[config.mk]
export PLATFORM = sky130hd
export DESIGN_NAME = serial_bus_seconds_counter_rtc
export DESIGN_NICKNAME = d
export VERILOG_FILES = /design/src/rtc_pkg.sv /design/src/rom_code_gen.sv /design/src/second_tick.sv /design/src/serial_bus_seconds_counter_rtc.sv
export VERILOG_INCLUDE_DIRS = /design/src
export SDC_FILE = /design/constraint.sdc
export NUM_CORES = 1
export LEC_CHECK = 0
export ABC_CLOCK_PERIOD_IN_PS = 8800
export BUFFER_PORTS_ARGS = -buffer_cell sky130_fd_sc_hd__buf_4
export CAP_MARGIN = 10
export CORE_MARGIN = 2
export CORE_UTILIZATION = 40
export CTS_BUF_LIST = sky130_fd_sc_hd__clkbuf_8
export DETAILED_ROUTE_END_ITERATION = 10
export GPL_ROUTABILITY_DRIVEN = 1
export SYNTH_ARGS = -nofsm -noshare
export SYNTH_HDL_FRONTEND = slang
export SYNTH_SLANG_ARGS = --single-unit
export TNS_END_PERCENT = 100
[constraint.sdc]
create_clock -name clk_sys -period 8.8 [get_ports clk_sys]
set_input_delay 1.76 -clock clk_sys [delete_from_list [all_inputs] [get_ports clk_sys]]
set_output_delay 1.76 -clock clk_sys [all_outputs]
set_load 0.02 [all_outputs]
[src/rtc_map.svh]
// Purpose: Offsets, field positions, codes and timing figures of the seconds clock
// Assumes: 50 MHz system clock, 32.768 kHz oscillator on a pin
// Notes:   Definitions only
`ifndef RTC_MAP_SVH
`define RTC_MAP_SVH

// ==========================================================================
// Clock and bus timing
`define RTC_CLK_MHZ        50
`define RTC_T_RSTL_US      480
`define RTC_T_PDH_US       30
`define RTC_T_PDL_US       120
`define RTC_T_SAMPLE_US    30
`define RTC_CYC(us)        ((us) * `RTC_CLK_MHZ)
`define RTC_OSC_DIV        32768

// ==========================================================================
// Identification code
`define RTC_ROM_BITS       64
`define RTC_ROM_CRC_LSB    56
`define RTC_SERIAL_LSB     8
`define RTC_CRC_POLY       8'h8C

// ==========================================================================
// Command codes
`define RTC_CMD_READ_ROM   8'h33
`define RTC_CMD_MATCH_ROM  8'h55
`define RTC_CMD_SEARCH_ROM 8'hF0
`define RTC_CMD_SKIP_ROM   8'hCC
`define RTC_CMD_READ_CLK   8'h66
`define RTC_CMD_WRITE_CLK  8'h99

// ==========================================================================
// Control byte and clock frame
`define RTC_CTRL_OSC_HI    3
`define RTC_CTRL_USER_LSB  4
`define RTC_CTRL_BITS      8
`define RTC_FRAME_BITS     40
`define RTC_CMD_LAST_BIT   7

`endif

[src/rtc_pkg.sv]
// Purpose: Types shared by the seconds clock files
// Assumes: Nothing beyond the map header
// Notes:   One-hot protocol states
`default_nettype none

package rtc_pkg;

  // ========================================================================
  // Protocol states
  typedef enum logic [10:0] {
    st_idle   = 11'h001,
    st_pdh    = 11'h002,
    st_pdl    = 11'h004,
    st_romcmd = 11'h008,
    st_romrd  = 11'h010,
    st_match  = 11'h020,
    st_search = 11'h040,
    st_fncmd  = 11'h080,
    st_rdclk  = 11'h100,
    st_wrclk  = 11'h200,
    st_halt   = 11'h400
  } ow_state_t;

  typedef logic [63:0] rom_code_t;

endpackage : rtc_pkg

`default_nettype wire

[src/rom_code_gen.sv]
// Purpose: Builds the 64-bit identification code with its check byte
// Assumes: Family and serial are fixed by parameters
// Notes:   Purely combinational; folds away to constants
`default_nettype none
`include "rtc_map.svh"

module rom_code_gen #(
  parameter logic [7:0]  FAMILY = 8'h5A,            // Arbitrary value
  parameter logic [47:0] SERIAL = 48'h0123456789AB  // Arbitrary value
) (
  output var rtc_pkg::rom_code_t rom_code
);
  import rtc_pkg::*;

  logic [55:0] body;
  logic [7:0]  crc;
  logic        fb;

  // ========================================================================
  // Serial check over the first 56 bits, family first, LSB first
  always_comb begin
    body = {SERIAL, FAMILY};                                   // RULE1
    crc  = 8'h00;                                              // RULE3
    fb   = 1'b0;
    for (int i = 0; i < `RTC_ROM_CRC_LSB; i++) begin
      fb  = crc[0] ^ body[i];                                  // RULE3
      crc = {1'b0, crc[7:1]};
      if (fb) begin
        crc = crc ^ `RTC_CRC_POLY;                             // RULE2
      end
    end
    rom_code = {crc, body};                                    // RULE1
  end

endmodule : rom_code_gen

`default_nettype wire

[src/second_tick.sv]
// Purpose: One-second tick from the 32.768 kHz oscillator pin
// Assumes: Oscillator far slower than clk_sys
// Notes:   Prescaler holds while stopped, so no partial second is lost
`default_nettype none
`include "rtc_map.svh"

module second_tick #(
  parameter int unsigned DIV = `RTC_OSC_DIV
) (
  input  wire logic clk_sys,
  input  wire logic rstn,
  input  wire logic osc_pin,
  input  wire logic run,
  output logic      tick
);

  logic        osc_m_ff, osc_s_ff, osc_d_ff;
  logic [15:0] div_ff,   nxt_div;
  logic        tick_ff,  nxt_tick;

  // ========================================================================
  // Prescaler
  always_comb begin
    nxt_div  = div_ff;
    nxt_tick = 1'b0;
    if (run && osc_s_ff && !osc_d_ff) begin                    // RULE6
      if (div_ff == 16'(DIV - 1)) begin
        nxt_div  = 16'h0000;
        nxt_tick = 1'b1;
      end else begin
        nxt_div = div_ff + 16'h0001;
      end
    end
  end

  always_ff @(posedge clk_sys) begin
    if (!rstn) begin
      osc_m_ff <= 1'b0;
      osc_s_ff <= 1'b0;
      osc_d_ff <= 1'b0;
      div_ff   <= 16'h0000;
      tick_ff  <= 1'b0;
    end else begin
      osc_m_ff <= osc_pin;
      osc_s_ff <= osc_m_ff;
      osc_d_ff <= osc_s_ff;
      div_ff   <= nxt_div;
      tick_ff  <= nxt_tick;
    end
  end

  assign tick = tick_ff;

endmodule : second_tick

`default_nettype wire

[src/serial_bus_seconds_counter_rtc.sv]
// Purpose: Slave end of a single-wire seconds counter clock
// Assumes: Master keeps slot and reset timing; one clock, sync reset
// Notes:   Line is open drain; this block only ever pulls low
//
// Functional notes
// RULE1 - Holds 64-bit code: family byte, 48-bit serial, check byte.
// RULE2 - Check byte is CRC of first 56 bits, x^8+x^5+x^4+1.
// RULE3 - CRC starts at zero, family LSB first; check bits return zero.
// RULE4 - Every byte and field moves least significant bit first.
// RULE5 - Clock commands only after a completed ROM selection command.
// RULE6 - Seconds advance only while software-enabled oscillator runs.
// RULE7 - Reads come from a buffered snapshot, stable during transfer.
// RULE8 - Control bits 0 and 1 always read zero.
// RULE9 - Control bits 3 and 2 both read oscillator running state.
// RULE10 - On control write, bit 3 decides oscillator state.
// RULE11 - Control bits 7 to 4 are plain user storage bits.
// RULE12 - 32-bit counter increments each second and wraps to zero.
// RULE13 - Transfers start at control byte, then counter bytes low to high.
// RULE14 - Read clock 66h snapshots counter after last command bit.
// RULE15 - Reading past five bytes repeats them without new snapshot.
// RULE16 - Reset pulse aborts a read at any bit; device stops sending.
// RULE17 - Write clock 99h: control byte first, applied on receipt.
// RULE18 - Written time bytes reach counter at the next reset pulse.
// RULE19 - Stopped oscillator keeps counter value unchanged.
// RULE20 - Device is always a slave and never starts a transaction.
// RULE21 - Every slot starts at master falling edge; device aligns to it.
// RULE22 - ROM commands 33h read, 55h match, F0h search, CCh skip.
// RULE23 - Reset low at least 480 us; presence after 15-60 us, 60-240 us.
// RULE24 - Write slots sampled after delay; read 0 held low for delay.
// RULE25 - Other function codes ignored until next reset pulse.
`default_nettype none
`include "rtc_map.svh"

module serial_bus_seconds_counter_rtc #(
  parameter int unsigned RST_LOW_CYC = `RTC_CYC(`RTC_T_RSTL_US),
  parameter int unsigned PDH_CYC     = `RTC_CYC(`RTC_T_PDH_US),
  parameter int unsigned PDL_CYC     = `RTC_CYC(`RTC_T_PDL_US),
  parameter int unsigned SAMPLE_CYC  = `RTC_CYC(`RTC_T_SAMPLE_US),
  parameter int unsigned OSC_DIV     = `RTC_OSC_DIV,
  parameter logic [7:0]  FAMILY      = 8'h5A,            // Arbitrary value
  parameter logic [47:0] SERIAL      = 48'h0123456789AB  // Arbitrary value
) (
  input  wire logic clk_sys,
  input  wire logic rstn,
  input  wire logic osc_pin,
  input  wire logic owire_in,
  output logic      owire_out,
  output logic      owire_oe_n
);
  import rtc_pkg::*;

  // ========================================================================
  // Declarations
  rom_code_t   rom_code;
  logic        tick;
  logic        line_m_ff, line_s_ff, line_d_ff;
  logic        fall, rise, rx;
  ow_state_t   st_ff,      nxt_st;
  logic [15:0] low_cnt_ff, nxt_low_cnt;
  logic [15:0] tcnt_ff,    nxt_tcnt;
  logic        slot_ff,    nxt_slot;
  logic        drv_n_ff,   nxt_drv_n;
  logic [6:0]  bitn_ff,    nxt_bitn;
  logic [1:0]  phase_ff,   nxt_phase;
  logic [7:0]  sh_ff,      nxt_sh;
  logic        osc_en_ff,  nxt_osc_en;
  logic [3:0]  user_ff,    nxt_user;
  logic [31:0] buf_ff,     nxt_buf;
  logic [31:0] rtc_ff,     nxt_rtc;
  logic        pend_ff,    nxt_pend;
  logic [7:0]  sh_new;
  logic [7:0]  ctrl_rd;
  logic [39:0] frame;
  logic        rom_bit;
  logic        tx_en, tx_bit, active, bit_done;
  logic [4:0]  wr_idx;

  // ========================================================================
  // Submodules
  rom_code_gen #(
    .FAMILY (FAMILY),
    .SERIAL (SERIAL)
  ) u_rom (
    .rom_code (rom_code)
  );

  second_tick #(
    .DIV (OSC_DIV)
  ) u_tick (
    .clk_sys (clk_sys),
    .rstn    (rstn),
    .osc_pin (osc_pin),
    .run     (osc_en_ff),                                      // RULE6
    .tick    (tick)
  );

  // ========================================================================
  // Line synchroniser and edges
  always_ff @(posedge clk_sys) begin
    if (!rstn) begin
      line_m_ff <= 1'b1;
      line_s_ff <= 1'b1;
      line_d_ff <= 1'b1;
    end else begin
      line_m_ff <= owire_in;
      line_s_ff <= line_m_ff;
      line_d_ff <= line_s_ff;
    end
  end

  assign fall = line_d_ff && !line_s_ff;                       // RULE21
  assign rise = !line_d_ff && line_s_ff;
  assign rx   = line_s_ff;

  // ========================================================================
  // Read views
  assign ctrl_rd = {user_ff, osc_en_ff, osc_en_ff, 2'b00};     // RULE8 RULE9 RULE11
  assign frame   = {buf_ff, ctrl_rd};                          // RULE7 RULE13
  assign rom_bit = rom_code[bitn_ff[5:0]];                     // RULE4
  assign sh_new  = {rx, sh_ff[7:1]};                           // RULE4
  assign wr_idx  = 5'(bitn_ff - 7'(`RTC_CTRL_BITS));

  // Bit to send in a read slot; phase 1 of search sends the complement
  always_comb begin
    tx_en  = 1'b0;
    tx_bit = 1'b1;
    case (st_ff)
      st_romrd: begin
        tx_en  = 1'b1;
        tx_bit = rom_bit;
      end
      st_search: begin
        tx_en  = (phase_ff != 2'd2);
        tx_bit = (phase_ff == 2'd1) ? !rom_bit : rom_bit;
      end
      st_rdclk: begin
        tx_en  = 1'b1;
        tx_bit = frame[bitn_ff[5:0]];                          // RULE13
      end
      default: begin
        tx_en  = 1'b0;
        tx_bit = 1'b1;
      end
    endcase
  end

  assign active = (st_ff != st_idle) && (st_ff != st_pdh) &&
                  (st_ff != st_pdl) && (st_ff != st_halt);

  // ========================================================================
  // Protocol and timekeeping
  always_comb begin
    nxt_st      = st_ff;
    nxt_low_cnt = low_cnt_ff;
    nxt_tcnt    = tcnt_ff;
    nxt_slot    = slot_ff;
    nxt_drv_n   = drv_n_ff;
    nxt_bitn    = bitn_ff;
    nxt_phase   = phase_ff;
    nxt_sh      = sh_ff;
    nxt_osc_en  = osc_en_ff;
    nxt_user    = user_ff;
    nxt_buf     = buf_ff;
    nxt_rtc     = rtc_ff;
    nxt_pend    = pend_ff;
    bit_done    = 1'b0;

    // Counter stands still while the oscillator is off
    if (tick && osc_en_ff) begin                               // RULE19
      nxt_rtc = rtc_ff + 32'h0000_0001;                        // RULE12
    end

    // Low time on the wire, saturating
    if (!line_s_ff) begin
      if (low_cnt_ff != 16'hFFFF) begin
        nxt_low_cnt = low_cnt_ff + 16'h0001;
      end
    end else begin
      nxt_low_cnt = 16'h0000;
    end

    // Presence and slot timing; never starts a slot on its own
    if (st_ff == st_pdh) begin
      if (tcnt_ff == 16'(PDH_CYC - 1)) begin                   // RULE23
        nxt_st    = st_pdl;
        nxt_tcnt  = 16'h0000;
        nxt_drv_n = 1'b0;
      end else begin
        nxt_tcnt = tcnt_ff + 16'h0001;
      end
    end else if (st_ff == st_pdl) begin
      if (tcnt_ff == 16'(PDL_CYC - 1)) begin                   // RULE23
        nxt_st    = st_romcmd;
        nxt_drv_n = 1'b1;
        nxt_bitn  = 7'd0;
      end else begin
        nxt_tcnt = tcnt_ff + 16'h0001;
      end
    end else if (active) begin
      if (!slot_ff) begin
        if (fall) begin                                        // RULE20 RULE21
          nxt_slot  = 1'b1;
          nxt_tcnt  = 16'h0000;
          nxt_drv_n = !(tx_en && !tx_bit);                     // RULE24
        end
      end else if (tcnt_ff == 16'(SAMPLE_CYC - 1)) begin       // RULE24
        nxt_slot  = 1'b0;
        nxt_drv_n = 1'b1;
        bit_done  = 1'b1;
      end else begin
        nxt_tcnt = tcnt_ff + 16'h0001;
      end
    end

    // Per-bit actions at the end of each slot
    if (bit_done) begin
      case (st_ff)
        st_romcmd: begin
          nxt_sh   = sh_new;
          nxt_bitn = bitn_ff + 7'd1;
          if (bitn_ff == 7'(`RTC_CMD_LAST_BIT)) begin
            nxt_bitn  = 7'd0;
            nxt_phase = 2'd0;
            case (sh_new)                                      // RULE22
              `RTC_CMD_READ_ROM:   nxt_st = st_romrd;
              `RTC_CMD_MATCH_ROM:  nxt_st = st_match;
              `RTC_CMD_SEARCH_ROM: nxt_st = st_search;
              `RTC_CMD_SKIP_ROM:   nxt_st = st_fncmd;          // RULE5
              default:             nxt_st = st_halt;
            endcase
          end
        end
        st_romrd, st_match: begin
          if (st_ff == st_match && rx != rom_bit) begin
            nxt_st = st_halt;
          end else if (bitn_ff == 7'(`RTC_ROM_BITS - 1)) begin
            nxt_st   = st_fncmd;                               // RULE5
            nxt_bitn = 7'd0;
          end else begin
            nxt_bitn = bitn_ff + 7'd1;
          end
        end
        st_search: begin
          if (phase_ff != 2'd2) begin
            nxt_phase = phase_ff + 2'd1;
          end else if (rx != rom_bit) begin
            nxt_st = st_halt;
          end else if (bitn_ff == 7'(`RTC_ROM_BITS - 1)) begin
            nxt_st   = st_fncmd;                               // RULE5
            nxt_bitn = 7'd0;
          end else begin
            nxt_phase = 2'd0;
            nxt_bitn  = bitn_ff + 7'd1;
          end
        end
        st_fncmd: begin
          nxt_sh   = sh_new;
          nxt_bitn = bitn_ff + 7'd1;
          if (bitn_ff == 7'(`RTC_CMD_LAST_BIT)) begin
            nxt_bitn = 7'd0;
            if (sh_new == `RTC_CMD_READ_CLK) begin
              nxt_st  = st_rdclk;
              nxt_buf = rtc_ff;                                // RULE7 RULE14
            end else if (sh_new == `RTC_CMD_WRITE_CLK) begin
              nxt_st = st_wrclk;
            end else begin
              nxt_st = st_halt;                                // RULE25
            end
          end
        end
        st_rdclk: begin
          if (bitn_ff == 7'(`RTC_FRAME_BITS - 1)) begin
            nxt_bitn = 7'd0;                                   // RULE15
          end else begin
            nxt_bitn = bitn_ff + 7'd1;
          end
        end
        st_wrclk: begin
          // Bits past the fifth byte are dropped
          if (bitn_ff < 7'(`RTC_CTRL_BITS)) begin
            nxt_sh   = sh_new;
            nxt_bitn = bitn_ff + 7'd1;
            if (bitn_ff == 7'(`RTC_CTRL_BITS - 1)) begin       // RULE17
              nxt_osc_en = sh_new[`RTC_CTRL_OSC_HI];           // RULE10
              nxt_user   = sh_new[7:`RTC_CTRL_USER_LSB];       // RULE11
            end
          end else if (bitn_ff < 7'(`RTC_FRAME_BITS)) begin
            nxt_buf[wr_idx] = rx;                              // RULE13
            nxt_bitn        = bitn_ff + 7'd1;
            if (bitn_ff == 7'(`RTC_FRAME_BITS - 1)) begin
              nxt_pend = 1'b1;
            end
          end
        end
        default: begin
          nxt_st = st_ff;
        end
      endcase
    end

    // Reset pulse ends any transaction at any bit
    if (rise && low_cnt_ff >= 16'(RST_LOW_CYC)) begin          // RULE16 RULE23
      nxt_st    = st_pdh;
      nxt_tcnt  = 16'h0000;
      nxt_slot  = 1'b0;
      nxt_drv_n = 1'b1;
      nxt_bitn  = 7'd0;
      nxt_phase = 2'd0;
      if (pend_ff) begin
        nxt_rtc  = buf_ff;                                     // RULE18
        nxt_pend = 1'b0;
      end
    end
  end

  always_ff @(posedge clk_sys) begin
    if (!rstn) begin
      st_ff      <= st_idle;
      low_cnt_ff <= 16'h0000;
      tcnt_ff    <= 16'h0000;
      slot_ff    <= 1'b0;
      drv_n_ff   <= 1'b1;
      bitn_ff    <= 7'd0;
      phase_ff   <= 2'd0;
      sh_ff      <= 8'h00;
      osc_en_ff  <= 1'b0;
      user_ff    <= 4'h0;
      buf_ff     <= 32'h0000_0000;
      rtc_ff     <= 32'h0000_0000;
      pend_ff    <= 1'b0;
      owire_out  <= 1'b0;
    end else begin
      st_ff      <= nxt_st;
      low_cnt_ff <= nxt_low_cnt;
      tcnt_ff    <= nxt_tcnt;
      slot_ff    <= nxt_slot;
      drv_n_ff   <= nxt_drv_n;
      bitn_ff    <= nxt_bitn;
      phase_ff   <= nxt_phase;
      sh_ff      <= nxt_sh;
      osc_en_ff  <= nxt_osc_en;
      user_ff    <= nxt_user;
      buf_ff     <= nxt_buf;
      rtc_ff     <= nxt_rtc;
      pend_ff    <= nxt_pend;
      owire_out  <= 1'b0;
    end
  end

  // Open drain: only ever pulls low
  assign owire_oe_n = drv_n_ff;

endmodule : serial_bus_seconds_counter_rtc

`default_nettype wire

==> results of run 1 <==
[power by group through the flow]
stage                     registers (uW)  clock network (uW)  logic [uW]
after floorplan                      719                   0        15.5
after global placement               719                   0        21.1
after detailed placement             719                   0        21.0
after CTS                            703                 591        21.2
after global routing                 703                 620        22.8
final                                703                 576        20.7
[how the worst max path moves through the flow]
stage	from	endpoint	slack (ns)
2_1_floorplan	bitn_ff[0]$_SDFF_PP0_	rom_bit$_DFF_P_	5.50
3_3_place_gp	rstn	rom_bit$_DFF_P_	4.59
3_5_place_dp	rstn	rom_bit$_DFF_P_	4.44
4_1_cts	bitn_ff[0]$_SDFF_PP0_	rom_bit$_DFF_P_	4.46
5_1_grt	bitn_ff[0]$_SDFF_PP0_	rom_bit$_DFF_P_	4.10
6_report	bitn_ff[0]$_SDFF_PP0_	rom_bit$_DFF_P_	4.48
[cell usage in the layout (no fill, tap or decap), types with 4 or more instances in the layout]
| master | instances |
|---|---|
| a211oi_1 | 7 |
| a21boi_0 | 10 |
| a21o_1 | 4 |
| a21oi_1 | 60 |
| a31oi_1 | 25 |
| and2_1 | 12 |
| and3_1 | 12 |
| and4_1 | 7 |
| buf_4 | 11 |
| clkbuf_8 | 17 |
| clkinv_8 | 4 |
| dfxtp_1 | 155 |
| ha_1 | 15 |
| inv_1 | 26 |
| inv_6 | 4 |
| inv_8 | 4 |
| mux2i_1 | 10 |
| mux4_2 | 8 |
| nand2_1 | 113 |
| nand2b_1 | 9 |
| nand3_1 | 70 |
| nand4_1 | 35 |
| nor2_1 | 174 |
| nor2b_1 | 22 |
| nor3_1 | 20 |
| nor3b_1 | 4 |
| nor4_1 | 8 |
| nor4_4 | 5 |
| nor4b_1 | 4 |
| nor4bb_1 | 4 |
| o211a_1 | 46 |
| o211ai_1 | 8 |
| o21ai_0 | 47 |
| o221a_2 | 5 |
| or3_1 | 21 |
| or4_1 | 5 |
| xnor2_1 | 29 |
| xor2_1 | 38 |
[metal layers]
metal / up-vias / wire, um / GRT usage
met4: 0 / 423 / 0.0655
met5: - / 0 / 0
li1: 4069 / - / -
met1: 3888 / 11200 / 0.275
met3: 33 / 948 / 0.0325
met2: 201 / 10700 / 0.311
[logic make-up after synthesis]
family          synth area share
mux                       0.0328
buf+inv                   0.0449
simple gates               0.300
fa+ha+maj                 0.0203
flops                      0.336
compound gates             0.201
other cells             0.000406
xor+xnor                  0.0636
[state kept, by name (all words and copies together), names as in the netlist, 2 cells and up]
| name | cells |
|---|---|
| low_cnt_ff | 16 |
| st_ff | 11 |
| phase_ff | 2 |
| bitn_ff | 7 |
| u_tick.div_ff | 16 |
| buf_ff | 32 |
| user_ff | 4 |
| rtc_ff | 32 |
| sh_ff | 7 |
| tcnt_ff | 16 |
[per-stage QoR]
step	total power, uW	utilization	setup slack (ns)	hold WS, ns
floorplan	734	-	5.50	0.386
global placement	740	0.413	4.59	0.392
detailed placement	740	0.413	4.44	0.399
CTS	1320	0.432	4.46	0.442
global route	1350	0.432	4.10	0.466
finish	1300	0.432	4.48	0.434
[final cells by class]
class	count	area [um^2]	share of cell area
clock buffers	17	234	0.0239
inverters	27	101	0.0104
multi-input cells	904	5710	0.584
clock inverters	15	193	0.0197
repair buffers	11	82.6	0.00844
flip-flops and latches	155	3100	0.317
well taps	285	357	0.0365
==> flow_summary_export.csv, run 1 <==
group,metric,value,unit
worst_hold_path,hp-class,"flip-flop to flip-flop",
power,pwr-share-clk,0.443,
drt,drt_iter0_drc,598,
grt,grt_pass1_vias,7580,
floorplan,num_rows,55,
final_layout,nFillCells,2289,
floorplan,start_util,0.407,
final_layout,instances_no_fill,1414,
clock_tree,cts_tree,"done",
floorplan,fp.dieH,156,um
critical_path,r2r_setup_slack,4.48,ns
sta,slew_headroom,0.256,
logic_synthesis,synth_enable_flop_cells,0,
critical_path,worst_path_most_repeated_cell,"ha_1",
critical_path,worstReg2RegStart,"bitn_ff[0]$_SDFF_PP0_",
floorplan,core_area,0.0226,mm^2
clock_tree,ctsHoldBuffers,0,
sta,max_freq,232,MHz
clock_tree,cts.repair.resized,0,
logic_synthesis,ys_seq_area_frac,0.336,
final_layout,design_area,0.00978,mm^2
power,leakage,0.00380,uW
logic_synthesis,syn_inst,1157,
clock_tree,clock_latency,0.48,ns
placed_design,dp_cells,1382,
drt,dr.pass1.iters,7,
placed_design,port_buffers,4,
grt,grt_usage,0.197,
worst_hold_path,min_from,"line_m_ff$_SDFF_PN1_",
final_layout,nets,1135,
critical_path,critical-path-top-delay-family,"simple AND/OR/NAND/NOR gates",
grt,grt-ovfl-total,0,
logic_synthesis,synth_ff_type,"dfxtp_1",
critical_path,slowest_stage,"dfxtp_1",
sta,hold_violations,0,
critical_path,path_buf_inv,1,
grt,grt_pass1_wl,39300,um
drt,vias,8191,
clock_tree,root_buffer,"clkbuf_8",
logic_synthesis,yosys_warnings,0,
placed_design,place_area,0.00935,mm^2
floorplan,chipWidth,156,um
logic_synthesis,ys_types,84,
sta,setup_viol,0,
logic_synthesis,synth_fp_nets,1176,
critical_path,crit_chain,"ha_1 > nand2_1 > nor4_4 > o22a_2 > or3b_2 > a22oi_2 > nor2_1 > inv_1 > ha_1 > nor2b_1 > o21ai_0 > a21oi_1 > a211oi_1 > a311oi_2",
placed_design,gp_congestion,0.877,
drt,drt-total-wl,23300,um
logic_synthesis,syn_avg_cell_area,7.97,um^2
critical_path,start_kind,"flip-flop",
grt,grt_max_degree,79,
critical_path,timing.rr.end,"rom_bit$_DFF_P_",
clock_tree,cts.sinks,155,
drt,avgRoutedWirePerCell,16.5,um
sta,finalCritPeriodShare,0.491,
clock_tree,cts_setup_buffers,0,
sta,rsz0062_at_grt,"no",
critical_path,worstPathRequired,9.18,ns
critical_path,cp_max_fo,15,
critical_path,rr_worst_depth,14,
clock_tree,cts_buffer_depth,2,
logic_synthesis,async_reset_ff_frac,0,
sta,tightest_slew,1.11,ns
sta,setup_tns,0,ns
power,switching_power,347,uW
clock_tree,clk_pin_slew,0.11,ns
sta,finalMaxSlewViolations,0,
power,seq_power_share,0.541,
final_layout,layout-drive-gt1-share,0.0797,
critical_path,path_class,"flip-flop to flip-flop",
logic_synthesis,synth_top_area_frac,0.336,
final_layout,syn_to_final_growth,6.02,%
job,cap_violations,0,
critical_path,worst_path_largest_cell_delay,0.86,ns
power,netSwitchingFraction,0.267,
clock_tree,cts_htree_levels,4,
placed_design,dp_hpwl,15900,um
logic_synthesis,ys_ff_latch,155,
critical_path,crit_cells,14,
floorplan,dieArea,0.0243,mm^2
logic_synthesis,synth_area_leaders,"dfxtp_1, nor2_1, o211a_1",
logic_synthesis,yosysMostFrequentCell,"nor2_1",
drt,viasPerCell,5.79,
final_layout,antenna_cells,0,
worst_hold_path,whs_path_depth,1,
critical_path,critical_path_arrival,4.70,ns
power,power_frac_comb,0.016,
power,peakVddDrop,85.7,uV
worst_hold_path,hold_end,"line_s_ff$_SDFF_PN1_",
sta,fin_crit,4.32,ns
logic_synthesis,synth_top_area_cell,"dfxtp_1",
clock_tree,cts-buffers-inserted,17,
grt,antenna_found_initial,0,
logic_synthesis,synth_commonest_cells,"nor2_1, dfxtp_1, nand2_1",
sta,fin_skew,0.0265,ns
critical_path,endpoint_kind,"flip-flop",
power,p_int,952,uW
drt,final_antenna_net_count,0,
outcome,outcome,"finished, final reports clean",
logic_synthesis,syn-cell-area,0.00923,mm^2
power,p_per_area,133,mW/mm^2
drt,drcViolationCount,0,
floorplan,ioPinCount,6,
(Power assumes the default switching activity.)
==> run 2: changes to the inputs <==
--- a/config.mk
+++ b/config.mk
@@ -6,7 +6,7 @@
 export SDC_FILE = /design/constraint.sdc
 export NUM_CORES = 1
 export LEC_CHECK = 0
-export ABC_CLOCK_PERIOD_IN_PS = 8800
+export ABC_CLOCK_PERIOD_IN_PS = 4500
 export BUFFER_PORTS_ARGS = -buffer_cell sky130_fd_sc_hd__buf_4
 export CAP_MARGIN = 10
 export CORE_MARGIN = 2
==> constraint.sdc (replaced) <==
create_clock -name clk_sys -period 4.5 [get_ports clk_sys]
set_input_delay 0.9 -clock clk_sys [delete_from_list [all_inputs] [get_ports clk_sys]]
set_output_delay 0.9 -clock clk_sys [all_outputs]
set_load 0.02 [all_outputs]
==> flow_summary_export.csv, run 2 (synthesis gave the netlist of run 1 again) <==
group,metric,value,unit
final_layout,layout_common_cells,"nor2_1, dfxtp_1, nand2_1, nand3_1, a21oi_1",
clock_tree,cts_setup_buffers,0,
grt,grt_pass1_wl,38400,um
grt,grt-ovfl-total,0,
placed_design,gp_congestion,0.905,
grt,grt_max_degree,86,
clock_tree,cts_tree,"done",
outcome,outcome,"finished, final reports clean",
placed_design,dp_hpwl,16100,um
sta,slew_headroom,0.242,
drt,drt-total-wl,22900,um
sta,fin_crit,3.68,ns
clock_tree,root_buffer,"clkbuf_8",
final_layout,reg_top3,"buf_ff: 32 flops, rtc_ff: 32 flops",
critical_path,start_kind,"flip-flop",
clock_tree,clk_pin_slew,0.09,ns
sta,hold_violations,0,
sta,layout_setup_ws,0.816,ns
sta,max_freq,271,MHz
drt,drt_iter0_drc,536,
drt,vias,8136,
drt,viasPerCell,5.73,
final_layout,instances_no_fill,1420,
floorplan,dieArea,0.0243,mm^2
critical_path,endpoint_kind,"flip-flop",
clock_tree,ctsHoldBuffers,0,
clock_tree,cts_buffer_depth,2,
drt,drcViolationCount,0,
floorplan,core_area,0.0226,mm^2
critical_path,crit_chain,"or4_4 > or4_4 > nor2_4 > or3b_2 > a32oi_2 > nor2_1 > inv_1 > ha_1 > nor2_1 > a221oi_1 > a211oi_1 > a311oi_2",
critical_path,path_class,"flip-flop to flip-flop",
drt,dr.pass1.iters,5,
clock_tree,cts_htree_levels,4,
final_layout,nFillCells,2281,
floorplan,fp.dieH,156,um
grt,grt_usage,0.193,
sta,tightest_slew,1.14,ns
floorplan,ioPinCount,6,
sta,setup_viol,0,
sta,setup_tns,0,ns
power,power.total,2470,uW
clock_tree,clock_latency,0.46,ns
power,peakVddDrop,178,uV
final_layout,syn_to_final_growth,6.14,%
critical_path,slowest_stage,"or4_4",
placed_design,place_area,0.00940,mm^2
critical_path,critical_path_arrival,4.02,ns
critical_path,worstPathRequired,4.83,ns
drt,avgRoutedWirePerCell,16.2,um
grt,grt_pass1_vias,7535,
worst_hold_path,hp-class,"flip-flop to flip-flop",
final_layout,layout_commonest_cell,"nor2_1",
placed_design,dp_cells,1388,
power,leakage,0.00382,uW
job,cap_violations,0,
sta,fin_skew,0.0215,ns
floorplan,num_rows,55,
grt,antenna_found_initial,0,
clock_tree,cts.repair.resized,0,
critical_path,worst_path_largest_cell_delay,0.79,ns
critical_path,cp_max_fo,38,
power,p_per_area,252,mW/mm^2
placed_design,place_ws,0.830,ns
floorplan,start_util,0.407,
placed_design,port_buffers,4,
sta,finalCritPeriodShare,0.819,
final_layout,nets,1141,
drt,final_antenna_net_count,0,
final_layout,design_area,0.00979,mm^2
clock_tree,cts.sinks,155,
sta,finalMaxSlewViolations,0,
floorplan,chipWidth,156,um
final_layout,antenna_cells,0,
final_layout,layout-drive-gt1-share,0.0846,
clock_tree,cts-buffers-inserted,17,
sta,rsz0062_at_grt,"no",
run 2: cell types whose count changed in the layout (fill, tap and decap cells not counted), sizes merged:
cell and change:
buf +6, clkbuf +2, clkinv -1, clkinvlp +2
inv -3
run 2: worst paths after layout:
kind                              start                   end  slack (ns)  cells after the start
hold reg to reg    line_m_ff$_SDFF_PN1_  line_s_ff$_SDFF_PN1_        0.44                      1
setup reg to reg  st_ff[5]$_SDFFE_PP0P_       rom_bit$_DFF_P_        0.82                     12
hold / removal     line_m_ff$_SDFF_PN1_  line_s_ff$_SDFF_PN1_        0.44                      1
setup / recovery  st_ff[5]$_SDFFE_PP0P_       rom_bit$_DFF_P_        0.82                     12
run 2: critical path, delay by kind of cell (launching register included):
| kind | cells | cell delay (ns) |
|---|---|---|
| fa+ha+maj | 1 | 0.20 |
| simple gates | 6 | 2.22 |
| compound gates | 4 | 0.59 |
| flops | 1 | 0.42 |
| buf+inv | 1 | 0.11 |
run 2: per-stage QoR:
step / utilization / hold slack [ns]
floorplan: - / 0.386
global placement: 0.415 / 0.416
detailed placement: 0.415 / 0.419
CTS: 0.432 / 0.450
global route: 0.432 / 0.449
finish: 0.432 / 0.439
run 2: cell type report:
class | count | area, um^2 | area share
Inverter | 27 | 101 | 0.0104
Multi-Input combinational cell | 904 | 5710 | 0.583
Sequential cell | 155 | 3100 | 0.317
Tap cell | 285 | 357 | 0.0364
Timing Repair Buffer | 17 | 128 | 0.0130
Clock buffer | 19 | 262 | 0.0267
Clock inverter | 13 | 131 | 0.0134
run 2: per-layer routing:
layer / up-vias / share of wire / global-route usage / wire (um)
met5: - / 0 / 0 / 0
met1: 3841 / 0.48 / 0.258 / 10900
met4: 0 / 0.016 / 0.0564 / 378
met2: 177 / 0.46 / 0.321 / 10600
li1: 4088 / - / - / -
met3: 30 / 0.044 / 0.0317 / 1020
run 2: report_power, final:
group	switching, uW	leakage, uW	internal (uW)
clock network	575	0.000196	480
registers	1.43	0.00125	1370
logic	30.7	0.00237	11.5
total	607	0.00382	1860
==> run 3: changes to the inputs <==
--- a/config.mk
+++ b/config.mk
@@ -6,7 +6,7 @@
 export SDC_FILE = /design/constraint.sdc
 export NUM_CORES = 1
 export LEC_CHECK = 0
-export ABC_CLOCK_PERIOD_IN_PS = 4500
+export ABC_CLOCK_PERIOD_IN_PS = 3230
 export BUFFER_PORTS_ARGS = -buffer_cell sky130_fd_sc_hd__buf_4
 export CAP_MARGIN = 10
 export CORE_MARGIN = 2
==> constraint.sdc (replaced) <==
create_clock -name clk_sys -period 3.23 [get_ports clk_sys]
set_input_delay 0.646 -clock clk_sys [delete_from_list [all_inputs] [get_ports clk_sys]]
set_output_delay 0.646 -clock clk_sys [all_outputs]
set_load 0.02 [all_outputs]
==> flow_summary_export.csv, run 3 (synthesis gave the netlist of run 1 again) <==
group,metric,value,unit
critical_path,critical-path-top-delay-family,"compound AO/OA/AOI/OAI gates",
floorplan,fp.dieH,156,um
sta,whs,0.355,ns
critical_path,critical_path_arrival,3.51,ns
drt,drcViolationCount,0,
floorplan,ioPinCount,6,
grt,antenna_found_initial,0,
sta,setup_tns,0,ns
final_layout,layout-drive-gt1-share,0.143,
sta,rsz0062_at_grt,"yes",
outcome,outcome,"finished, final reports clean",
clock_tree,cts.sinks,155,
final_layout,nFillCells,2239,
clock_tree,clk_pin_slew,0.11,ns
floorplan,chipWidth,156,um
clock_tree,root_buffer,"clkbuf_8",
worst_hold_path,hold_end,"line_m_ff$_SDFF_PN1_",
critical_path,timing.rr.end,"rom_bit$_DFF_P_",
drt,vias,8474,
grt,grt_max_degree,73,
critical_path,path_class,"flip-flop to flip-flop",
final_layout,layout_common_cells,"nor2_1, dfxtp_1, nand2_1, buf_4, nand3_1",
grt,grt_pass1_wl,40300,um
critical_path,slowest_stage,"or4_4",
clock_tree,ctsHoldBuffers,0,
placed_design,dp_hpwl,17200,um
critical_path,crit_chain,"or3b_4 > or4_4 > a2111oi_4 > a41oi_2 > a22oi_2 > nor2_4 > inv_2 > ha_2 > nor2b_1 > o21ai_1 > a21oi_1 > a211oi_2 > a311oi_2",
critical_path,start_kind,"flip-flop",
drt,drt_iter0_drc,573,
critical_path,worstPathRequired,3.61,ns
power,seq_power_share,0.552,
drt,final_antenna_net_count,0,
sta,slew_headroom,0.284,
power,power_frac_comb,0.017,
power,power.total,3470,uW
final_layout,nets,1207,
final_layout,reg_top3,"buf_ff: 32 flops, rtc_ff: 32 flops",
clock_tree,cts_tree,"done",
critical_path,rr_worst_depth,13,
critical_path,cp_max_fo,4,
job,cap_violations,0,
clock_tree,clock_latency,0.48,ns
power,p_int,2520,uW
power,p_per_area,335,mW/mm^2
placed_design,port_buffers,4,
sta,max_freq,320,MHz
grt,grt-ovfl-total,0,
worst_hold_path,hp-class,"input port to flip-flop",
drt,avgRoutedWirePerCell,16.4,um
floorplan,num_rows,55,
critical_path,path_buf_inv,1,
sta,setup_viol,0,
sta,tightest_slew,1.07,ns
drt,drt-total-wl,24400,um
clock_tree,cts-buffers-inserted,17,
sta,fin_skew,0.0357,ns
floorplan,start_util,0.407,
critical_path,worstReg2RegStart,"tcnt_ff[2]$_SDFFE_PP0P_",
clock_tree,cts_buffer_depth,2,
worst_hold_path,whs_path_depth,2,
power,netSwitchingFraction,0.274,
power,pwr-share-clk,0.431,
power,peakVddDrop,216,uV
critical_path,endpoint_kind,"flip-flop",
clock_tree,cts_htree_levels,4,
final_layout,instances_no_fill,1486,
final_layout,syn_to_final_growth,12.3,%
sta,finalMaxSlewViolations,0,
placed_design,dp_cells,1451,
worst_hold_path,min_from,"owire_in",
sta,finalCritPeriodShare,0.969,
critical_path,worst_path_largest_cell_delay,0.54,ns
drt,viasPerCell,5.70,
sta,hold_violations,0,
final_layout,layout_commonest_cell,"nor2_1",
power,leakage,0.00415,uW
floorplan,core_area,0.0226,mm^2
power,switching_power,952,uW
floorplan,dieArea,0.0243,mm^2
grt,grt_usage,0.205,
critical_path,r2r_setup_slack,0.10,ns
drt,dr.pass1.iters,5,
grt,grt_pass1_vias,7863,
placed_design,gp_congestion,0.953,
sta,fin_crit,3.13,ns
final_layout,antenna_cells,0,
run 3: cell count changes in the layout (fill, tap and decap cells not counted), moves of 3 or more:
| cell | before | now |
|---|---|---|
| buf_4 | 17 | 83 |
| clkinv_8 | 0 | 4 |
| inv_6 | 4 | 1 |
| inv_8 | 1 | 6 |
run 3: routing by layer:
metal  up-vias  routed length, um  track usage  part of all wire
met5         -                  0            0                 0
met1      4020              11400        0.277              0.47
li1       4223                  -            -                 -
met4         0                433       0.0633             0.018
met2       195              11400        0.335              0.47
met3        36               1120       0.0375             0.046
run 3: stage by stage:
step | utilization | setup WS [ns] | cell area, um^2
after floorplan | - | 0.0573 | 9230
after global placement | 0.436 | 0.0817 | 9870
after detailed placement | 0.436 | 0.00670 | 9870
after CTS | 0.454 | 0.0198 | 10300
after global routing | 0.458 | -0.0778 | 10400
final | 0.458 | 0.100 | 10400
run 3: how the worst max path moves through the flow:
stage | depth (start not counted) | slack [ns] | start | end
2_1_floorplan | 13 | 0.06 | st_ff[5]$_SDFFE_PP0P_ | rom_bit$_DFF_P_
3_3_place_gp | 12 | 0.08 | tcnt_ff[12]$_SDFFE_PP0P_ | rom_bit$_DFF_P_
3_5_place_dp | 12 | 0.007 | st_ff[5]$_SDFFE_PP0P_ | rom_bit$_DFF_P_
4_1_cts | 13 | 0.02 | tcnt_ff[12]$_SDFFE_PP0P_ | rom_bit$_DFF_P_
5_1_grt | 13 | -0.08 | tcnt_ff[2]$_SDFFE_PP0P_ | rom_bit$_DFF_P_
6_report | 13 | 0.10 | tcnt_ff[2]$_SDFFE_PP0P_ | rom_bit$_DFF_P_
run 3: power by group through the flow:
stage / clock [uW] / combinational (uW) / sequential, uW
floorplan: 0 / 42.2 / 1960
global placement: 0 / 60.4 / 1960
detailed placement: 0 / 59.9 / 1960
CTS: 1550 / 60.2 / 1920
global route: 1620 / 65.5 / 1920
finish: 1500 / 60.2 / 1920
run 3: layout make-up:
type | instances | area [um^2] | share of cell area
Timing Repair Buffer | 83 | 623 | 0.0601
Multi-Input combinational cell | 904 | 5770 | 0.557
Sequential cell | 155 | 3100 | 0.300
Tap cell | 285 | 357 | 0.0344
Clock buffer | 17 | 234 | 0.0226
Inverter | 27 | 101 | 0.00978
Clock inverter | 15 | 174 | 0.0168
run 3: repair_timing:
| item | CTS | global route |
|---|---|---|
| pin swaps | 0 | 11 |
| buffers inserted | 0 | 3 |
| endpoints found under the setup margin | 1 | 1 |
| endpoints found under the hold margin | 0 | 0 |
| resized for setup | 2 | 13 |
run 3: worst register-to-register path: stages (launching register included):
cell and delay, ns:
dfxtp_2 0.33, or3b_4 0.38, or4_4 0.54, a2111oi_4 0.29
a41oi_2 0.23, a22oi_2 0.27, nor2_4 0.09, inv_2 0.11
ha_2 0.17, nor2b_1 0.11, o21ai_1 0.07, a21oi_1 0.16
a211oi_2 0.10, a311oi_2 0.18
